--- src/smr_pkg.sv ---
// package: register map, fields, reset values and codes of the supply monitor registers
package smr_pkg;
	// register offsets (printed offsets are not all multiples of four: index, byte = 4*index)
	localparam logic [3:0] IDX_MODE_CTRL   = 4'h0;
	localparam logic [3:0] IDX_LEVEL_SEL   = 4'h1;
	localparam logic [3:0] IDX_MARGIN_CTRL = 4'h8;
	localparam logic [3:0] IDX_IRQ_CTRL    = 4'h9;
	localparam logic [3:0] IDX_IRQ_FLAGS   = 4'hA;
	localparam logic [3:0] IDX_STATUS      = 4'hB;
	localparam logic [3:0] IDX_UNLOCK      = 4'hC;
	// field positions
	localparam int POS_SLEEP_MODE  = 0;
	localparam int POS_ACTIVE_MODE = 2;
	localparam int POS_SAMP_RATE   = 4;
	localparam int POS_EDGE_SEL    = 1;
	localparam int POS_IRQ_EN      = 0;
	// reset values
	localparam logic [7:0] RST_MARGIN_CTRL = 8'h00;
	localparam logic [7:0] RST_IRQ_CTRL    = 8'h00;
	// unlock key and window (instructions approximated as bus writes)
	localparam logic [7:0] IO_REGISTER_UNLOCK_KEY = 8'hD8;
	localparam logic [2:0] UNLOCK_WINDOW          = 3'h4;
	// detector modes
	localparam logic [1:0] MODE_OFF        = 2'h0;
	localparam logic [1:0] MODE_CONTINUOUS = 2'h1;
	localparam logic [1:0] MODE_SAMPLED    = 2'h2;
	localparam logic [1:0] MODE_CONT_HOLD  = 2'h3;
	// edge selections
	localparam logic [1:0] EDGE_FALLING = 2'h0;
	localparam logic [1:0] EDGE_RISING  = 2'h1;
	localparam logic [1:0] EDGE_BOTH    = 2'h2;
	// sampling rates
	localparam int RATE_FAST_HZ = 128;
	localparam int RATE_SLOW_HZ = 32;
	typedef enum logic [1:0] {
		SMR_AWAKE  = 2'b01,
		SMR_ASLEEP = 2'b10
	} smr_pwr_t;
endpackage

--- src/smr_supply_monitor_regs.sv ---
// supply monitor register block: apb slave, detector mode control, warning interrupt
// What this block does
// one-bit read-only sampling rate, 0 is 128 Hz, 1 is 32 Hz, fuse reset.
// two-bit read-only active mode field, reset from fuse.
// active mode 0 off, 1/3 continuous; 3 holds execution until detector runs.
// two-bit writable sleep mode field, reset from fuse.
// sleep mode 0 off, 1 continuous, 2 sampled, 3 reserved.
// three-bit read-only threshold level from fuse, codes above 3 reserved.
// two-bit margin field, 0 monitor off, 1..3 give 5, 15, 25 percent.
// two-bit edge select: falling, rising, both; 3 reserved.
// interrupt control bit 0 enables the warning interrupt.
// flag sets on a crossing matching the edge selection.
// flag updates only while the detector is enabled.
// status bit 0 is 1 while supply is below the warning threshold.
// software ignores the status bit while the detector is off.
// sleep field writes need the unlock key within four writes before.
// sleep field applies in deep sleep, active field on wake.
// monitor follows detector mode, off when off, sampled when sampled.
// interrupt request while enable and flag both set, until flag cleared.
// writing one clears the flag, zero leaves it.
// below indication is synchronised; crossings from consecutive samples.
//
// Local design decision: the APB slave port.
`timescale 1ns/100ps
module smr_supply_monitor_regs (
	// clock and reset
	input  wire logic        core_clk_in,
	input  wire logic        rst_in,
	// apb slave
	input  wire logic        psel_in,
	input  wire logic        penable_in,
	input  wire logic        pwrite_in,
	input  wire logic [7:0]  paddr_in,
	input  wire logic [31:0] pwdata_in,
	input  wire logic [3:0]  pstrb_in,
	output logic      [31:0] prdata_out,
	output logic             pready_out,
	output logic             pslverr_out,
	// fuse configuration, stable after reset release
	input  wire logic        fuse_samp_rate_in,
	input  wire logic [1:0]  fuse_active_mode_in,
	input  wire logic [1:0]  fuse_sleep_mode_in,
	input  wire logic [2:0]  fuse_level_in,
	// power state and analog side
	input  wire logic        deep_sleep_in,
	input  wire logic        below_threshold_in,
	input  wire logic        detector_running_in,
	// detector control to analog side
	output logic      [1:0]  detector_mode_out,
	output logic             detector_sampled_out,
	output logic             sampling_rate_sel_out,
	output logic      [2:0]  threshold_level_out,
	output logic      [1:0]  warning_margin_out,
	output logic             monitor_enable_out,
	output logic             continuous_hold_on_wake_out,
	// interrupt
	output logic             irq_out
);
	logic       sampling_rate_sel;
	logic [1:0] active_mode;
	logic [1:0] sleep_mode;
	logic [2:0] threshold_level;
	logic [1:0] warning_margin;
	logic [1:0] warning_edge_sel;
	logic       warning_irq_en;
	logic       warning_irq_flag;
	logic       below_meta;
	logic       below_sync;
	logic       below_prev;
	logic [2:0] unlock_count;
	logic       fuse_loaded;
	logic       hold_exec;
	smr_pkg::smr_pwr_t pwr_state;
	smr_pkg::smr_pwr_t next_pwr_state;

	// bus decode
	wire        access_done = psel_in && penable_in;
	wire        wr_done     = access_done && pwrite_in && pstrb_in[0];
	wire [3:0]  reg_idx     = paddr_in[5:2];
	wire        mapped      = (paddr_in[7:6] == 2'h0) && (paddr_in[1:0] == 2'h0) &&
		(reg_idx <= smr_pkg::IDX_UNLOCK) && !((reg_idx > smr_pkg::IDX_LEVEL_SEL) &&
		(reg_idx < smr_pkg::IDX_MARGIN_CTRL));
	wire        wr_mode     = wr_done && mapped && (reg_idx == smr_pkg::IDX_MODE_CTRL);
	wire        wr_margin   = wr_done && mapped && (reg_idx == smr_pkg::IDX_MARGIN_CTRL);
	wire        wr_irqctl   = wr_done && mapped && (reg_idx == smr_pkg::IDX_IRQ_CTRL);
	wire        wr_flags    = wr_done && mapped && (reg_idx == smr_pkg::IDX_IRQ_FLAGS);
	wire        wr_unlock   = wr_done && mapped && (reg_idx == smr_pkg::IDX_UNLOCK);
	wire        key_ok      = wr_unlock && (pwdata_in[7:0] == smr_pkg::IO_REGISTER_UNLOCK_KEY);
	wire        unlocked    = (unlock_count != 3'h0);
	wire [1:0]  wr_sleep    = pwdata_in[smr_pkg::POS_SLEEP_MODE +: 2];

	// effective detector mode and monitor enable
	wire [1:0]  eff_mode    = (pwr_state == smr_pkg::SMR_ASLEEP) ? sleep_mode : active_mode;
	wire        det_on      = (eff_mode != smr_pkg::MODE_OFF);
	wire        mon_on      = det_on && (warning_margin != 2'h0);
	wire        fell        = below_sync && !below_prev;
	wire        rose        = !below_sync && below_prev;
	wire        edge_hit    = edge_match(warning_edge_sel, fell, rose);
	wire        flag_set    = mon_on && edge_hit;

	function automatic logic edge_match(input logic [1:0] sel, input logic f, input logic r);
		case (sel)
			smr_pkg::EDGE_FALLING: edge_match = f;
			smr_pkg::EDGE_RISING:  edge_match = r;
			smr_pkg::EDGE_BOTH:    edge_match = f || r;
			default:               edge_match = 1'b0;
		endcase
	endfunction

	// read mux
	logic [7:0] rd_byte;
	always_comb begin
		rd_byte = 8'h00;
		case (reg_idx)
			smr_pkg::IDX_MODE_CTRL:   rd_byte = {3'h0, sampling_rate_sel, active_mode, sleep_mode};
			smr_pkg::IDX_LEVEL_SEL:   rd_byte = {5'h00, threshold_level};
			smr_pkg::IDX_MARGIN_CTRL: rd_byte = {6'h00, warning_margin};
			smr_pkg::IDX_IRQ_CTRL:    rd_byte = {5'h00, warning_edge_sel, warning_irq_en};
			smr_pkg::IDX_IRQ_FLAGS:   rd_byte = {7'h00, warning_irq_flag};
			smr_pkg::IDX_STATUS:      rd_byte = {7'h00, below_sync};
			smr_pkg::IDX_UNLOCK:      rd_byte = {5'h00, unlock_count};
			default:                  rd_byte = 8'h00;
		endcase
	end

	assign pready_out  = 1'b1;
	assign pslverr_out = access_done && !mapped;

	always_ff @(posedge core_clk_in) begin
		if (rst_in) begin
			prdata_out <= 32'h0000_0000;
		end else if (psel_in && !penable_in && !pwrite_in && mapped) begin
			prdata_out <= {24'h00_0000, rd_byte};
		end else if (psel_in && !penable_in) begin
			prdata_out <= 32'h0000_0000;
		end
	end

	// fuse capture on the first clock after reset release
	always_ff @(posedge core_clk_in) begin
		if (rst_in) begin
			fuse_loaded <= 1'b0;
		end else begin
			fuse_loaded <= 1'b1;
		end
	end

	always_ff @(posedge core_clk_in) begin
		if (rst_in) begin
			sampling_rate_sel <= 1'b0;
			active_mode       <= smr_pkg::MODE_OFF;
			threshold_level   <= 3'h0;
		end else if (!fuse_loaded) begin
			sampling_rate_sel <= fuse_samp_rate_in;
			active_mode       <= fuse_active_mode_in;
			threshold_level   <= fuse_level_in;
		end
	end

	// protected sleep field: fuse value, then writes only inside the unlock window
	always_ff @(posedge core_clk_in) begin
		if (rst_in) begin
			sleep_mode <= smr_pkg::MODE_OFF;
		end else if (!fuse_loaded) begin
			sleep_mode <= fuse_sleep_mode_in;
		end else if (wr_mode && unlocked && (wr_sleep != smr_pkg::MODE_CONT_HOLD)) begin
			sleep_mode <= wr_sleep;
		end
	end

	// unlock window counts down on every bus write other than the key and mode writes
	always_ff @(posedge core_clk_in) begin
		if (rst_in) begin
			unlock_count <= 3'h0;
		end else if (key_ok) begin
			unlock_count <= smr_pkg::UNLOCK_WINDOW;
		end else if (wr_mode) begin
			unlock_count <= 3'h0;
		end else if (wr_done && unlocked) begin
			unlock_count <= unlock_count - 3'h1;
		end
	end

	always_ff @(posedge core_clk_in) begin
		if (rst_in) begin
			warning_margin   <= smr_pkg::RST_MARGIN_CTRL[1:0];
			warning_edge_sel <= smr_pkg::RST_IRQ_CTRL[2:1];
			warning_irq_en   <= smr_pkg::RST_IRQ_CTRL[0];
		end else begin
			if (wr_margin) begin
				warning_margin <= pwdata_in[1:0];
			end
			if (wr_irqctl) begin
				warning_edge_sel <= pwdata_in[smr_pkg::POS_EDGE_SEL +: 2];
				warning_irq_en   <= pwdata_in[smr_pkg::POS_IRQ_EN];
			end
		end
	end

	// warning flag: hardware set wins over write-one clear
	always_ff @(posedge core_clk_in) begin
		if (rst_in) begin
			warning_irq_flag <= 1'b0;
		end else if (flag_set) begin
			warning_irq_flag <= 1'b1;
		end else if (wr_flags && pwdata_in[0]) begin
			warning_irq_flag <= 1'b0;
		end
	end

	// below indication synchroniser and previous sample
	always_ff @(posedge core_clk_in) begin
		if (rst_in) begin
			below_meta <= 1'b0;
			below_sync <= 1'b0;
			below_prev <= 1'b0;
		end else begin
			below_meta <= below_threshold_in;
			below_sync <= below_meta;
			below_prev <= below_sync;
		end
	end

	// power state follows the synchronised sleep request
	logic sleep_meta;
	logic sleep_sync;
	always_ff @(posedge core_clk_in) begin
		if (rst_in) begin
			sleep_meta <= 1'b0;
			sleep_sync <= 1'b0;
		end else begin
			sleep_meta <= deep_sleep_in;
			sleep_sync <= sleep_meta;
		end
	end

	always_comb begin
		case (pwr_state)
			smr_pkg::SMR_AWAKE:  next_pwr_state = sleep_sync ? smr_pkg::SMR_ASLEEP : smr_pkg::SMR_AWAKE;
			smr_pkg::SMR_ASLEEP: next_pwr_state = sleep_sync ? smr_pkg::SMR_ASLEEP : smr_pkg::SMR_AWAKE;
			default:             next_pwr_state = smr_pkg::SMR_AWAKE;
		endcase
	end

	always_ff @(posedge core_clk_in) begin
		if (rst_in) begin
			pwr_state <= smr_pkg::SMR_AWAKE;
		end else begin
			pwr_state <= next_pwr_state;
		end
	end

	// execution hold after wake in the continuous-hold mode
	logic run_meta;
	logic run_sync;
	always_ff @(posedge core_clk_in) begin
		if (rst_in) begin
			run_meta  <= 1'b0;
			run_sync  <= 1'b0;
			hold_exec <= 1'b0;
		end else begin
			run_meta <= detector_running_in;
			run_sync <= run_meta;
			if (pwr_state == smr_pkg::SMR_ASLEEP && next_pwr_state == smr_pkg::SMR_AWAKE &&
				active_mode == smr_pkg::MODE_CONT_HOLD) begin
				hold_exec <= 1'b1;
			end else if (run_sync) begin
				hold_exec <= 1'b0;
			end
		end
	end

	assign detector_mode_out           = eff_mode;
	assign detector_sampled_out        = (eff_mode == smr_pkg::MODE_SAMPLED);
	assign sampling_rate_sel_out       = sampling_rate_sel;
	assign threshold_level_out         = threshold_level;
	assign warning_margin_out          = warning_margin;
	assign monitor_enable_out          = mon_on;
	assign continuous_hold_on_wake_out = hold_exec;
	assign irq_out                     = warning_irq_en && warning_irq_flag;
endmodule

--- config.mk ---
export PLATFORM = sky130hd
export DESIGN_NAME = smr_supply_monitor_regs
export DESIGN_NICKNAME = d
export VERILOG_FILES = /design/src/smr_pkg.sv /design/src/smr_supply_monitor_regs.sv
export SDC_FILE = /design/constraint.sdc
export NUM_CORES = 1
export LEC_CHECK = 0
export BUFFER_PORTS_ARGS = -buffer_cell sky130_fd_sc_hd__buf_2
export CAP_MARGIN = 40
export CORE_ASPECT_RATIO = 1.5
export CORE_MARGIN = 3
export CORE_UTILIZATION = 44
export CTS_BUF_LIST = sky130_fd_sc_hd__clkbuf_4 sky130_fd_sc_hd__clkbuf_8 sky130_fd_sc_hd__clkbuf_16
export CTS_CLUSTER_DIAMETER = 100
export DETAILED_ROUTE_END_ITERATION = 6
export PLACE_DENSITY_LB_ADDON = 0.05
export SYNTH_ARGS = -nofsm -noshare
export SYNTH_HDL_FRONTEND = slang
export SYNTH_SLANG_ARGS = --single-unit
--- constraint.sdc ---
create_clock -name core_clk_in -period 2.1 [get_ports core_clk_in]
set_input_delay 0.315 -clock core_clk_in [delete_from_list [all_inputs] [get_ports core_clk_in]]
set_output_delay 0.315 -clock core_clk_in [all_outputs]
set_load 0.01 [all_outputs]
==> flow_summary.toml <==
[run_status]
status = "finished, final reports clean"

[worst_hold_path]
hold_start = "deep_sleep_in"
hold_depth = 2
hold_class = "input port to flip-flop"
min_to = "sleep_meta"

[critical_path]
crit_slowest_cell = "mux2i_1"
path_cells = "inv_1 -> ha_1 -> mux2i_1 -> a21oi_1 -> buf_2"
end_kind = "output pin"
rr_startpoint = "unlock_count[0]"
max_stage_delay_ps = 380
reg2reg_depth = 6
crit_arrival_ps = 1530
critPathRequiredTime_ps = 1780
start_kind = "flip-flop"
r2r_setup_slack_ps = 450
r2r_end = "sleep_mode[0]"
path_class = "flip-flop to output pin"
cp_max_fo = 3

[grt]
grt_pass1_wl_mm = 6.31
antenna_found_initial = 0
grt_pass1_vias = 1366
grt_usage_pct = 16.8
grt_max_degree = 15
grt-ovfl-total = 0

[finish]
antenna_cells = 0
final_util_pct = 53.7
syn_to_final_growth_pct = 15.7
fillCellCount = 414
nets = 331
drive_gt1_share_pct = 27.1
stdcell_count = 311
stdcell_area_um2 = 2160

[detailed_routing]
antenna_left = 0
first_pass_iters = 4
vias_per_cell = 5.01
wl_per_cell_um = 13.2
via_count = 1559
drt-initial-drc-count = 41
drcViolationCount = 0
drt_wl_total_mm = 4.11

[clocking]
cts_resized = 0
cts.sinks = 33
postCtsSetupRepairBufs = 0
cts_root_buf = "clkbuf_8"
tritoncts = "yes"
ctsHoldBuffers = 0
clockBufferDepth = 2
clk_pin_slew_worst_paths_ps = 60
clk-insertion-delay-late_ps = 290
numCtsBuffers = 5
h-tree-depth = 2

[synthesis]
ys_warn_count = 0
synth_top_cell_area_share_pct = 35.3
synth_cell_types = 50
synth.most_common_cell = "dfxtp_1"
synthTopCellsByArea = "dfxtp_1, buf_4, mux2i_1, nor2_1, ha_1"
synth_seq_area_share_pct = 35.3
async_flop_share_pct = 0
ys.flop_type = "dfxtp_1"
postSynthAreaPerCell_um2 = 8.74
synth_edf_count = 0
ys_ff_latch = 33
synthCells = 214
synth_common_cells = "dfxtp_1, buf_4, nor2_1"
syn_area_um2 = 1870
synth_area_leader_cell = "dfxtp_1"

[floorplanning]
start_util_pct = 46.4
rows = 28
die_h_um = 85.8
coreArea_um2 = 4030
ios = 106
die-area_um2 = 5080
dieWidth_um = 59.2

[placed_design]
dpl.cell_count = 304
place_congestion = 0.841
io_buffers = 50
place_area_um2 = 2070
hpwl_mm = 3.26

[timing]
setup_viol = 0
clock_skew_ps = 9.23
period_share_pct = 87.9
final_hold_viol_count = 0
fin_tns_setup_ps = 0
rsz0062_at_grt = "false"
min_period_ps = 1850
maxSlewViolCount = 0
fmax_mhz = 542

[power]
finalPower_mw = 1.30
p_leak_nw = 0.991
ir_worst_vdd_v = 0.000450
p_per_area_nw_per_um2 = 602

[run]
max-cap-violations = 0
-- state kept, by name, summed over array words and instances, names as in the netlist, 2 cells and up --
register / count
pwr_state: 2
threshold_level_out: 3
warning_margin_out: 2
sleep_mode: 2
unlock_count: 3
prdata_out: 5
active_mode: 2
warning_edge_sel: 2
-- power breakdown --
group / switching (mW) / internal [mW] / total (mW)
clock network: 0.226 / 0.259 / 0.485
registers: 0.0132 / 0.643 / 0.656
logic: 0.0965 / 0.0631 / 0.160
-- metrics by stage --
step / hold WS (ps) / setup slack [ps]
global route: 247 / 167
finish: 243 / 255
detailed placement: 420 / 331
global placement: 415 / 314
CTS: 236 / 237
floorplan: 414 / 466
-- area by class of cell --
class                           count  area (um2)  area share (%)
Multi-Input combinational cell    155        1000            46.4
Sequential cell                    33         661            30.6
Timing Repair Buffer               56         295            13.7
Clock buffer                        6        82.6            3.82
Inverter                           15        56.3            2.60
Tap cell                           45        56.3            2.60
Clock inverter                      1        7.51           0.347
-- layout by cell type, fill, tap and decap left out, types with 3 or more instances in the layout --
cell type  Yosys  routed
o21ai_0        6       6
conb_1         2      28
nand4_1        3       3
nand2b_1       5       5
and2_1         3       3
a21oi_1        7       7
nor2_1        24      24
nor2b_1        9       9
mux2i_1       16      16
dfxtp_1       33      33
nand2_1        7       7
buf_4         28       6
clkbuf_8       0       6
ha_1           5       5
o31ai_1        3       3
buf_2          1      50
inv_1         15      15
-- worst max-delay path: cells and delay by family, from the launching register on --
kind	cells	cell delay [ps]
flops	1	290
compound gates	1	160
buf+inv	2	200
mux	1	380
fa+ha+maj	1	220
-- cells by family (layout without fill, tap and decap cells) --
logic type / after synthesis / after routing / synth area share, %
other: 2 / 28 / 0.402
XOR/XNOR: 1 / 1 / 0.469
buffers and inverters: 52 / 78 / 16.2
AO/OA/AOI/OAI: 33 / 33 / 11.6
adder cells (fa/ha/maj): 5 / 5 / 3.35
AND/OR/NAND/NOR: 70 / 70 / 22.2
multiplexers: 18 / 18 / 10.4
flip-flops: 33 / 33 / 35.3
-- how the worst max path moves through the flow --
stage,end,slack (ps),startpoint
global placement,sleep_mode[0],310,paddr_in[7]
floorplan,sleep_mode[0],470,paddr_in[7]
CTS,monitor_enable_out,240,pwr_state[0]
detailed placement,sleep_mode[0],330,paddr_in[7]
global route,monitor_enable_out,170,pwr_state[0]
finish,monitor_enable_out,250,pwr_state[0]
-- per-layer routing --
metal | vias to the layer above | routed length (um) | GRT usage (%)
li1 | 781 | - | -
met1 | 714 | 1790 | 20.2
met2 | 54 | 1970 | 27.3
met3 | 10 | 255 | 3.92
met4 | 0 | 97 | 8.25
met5 | - | 0 | 0
Power figures use the tool's default switching activity.
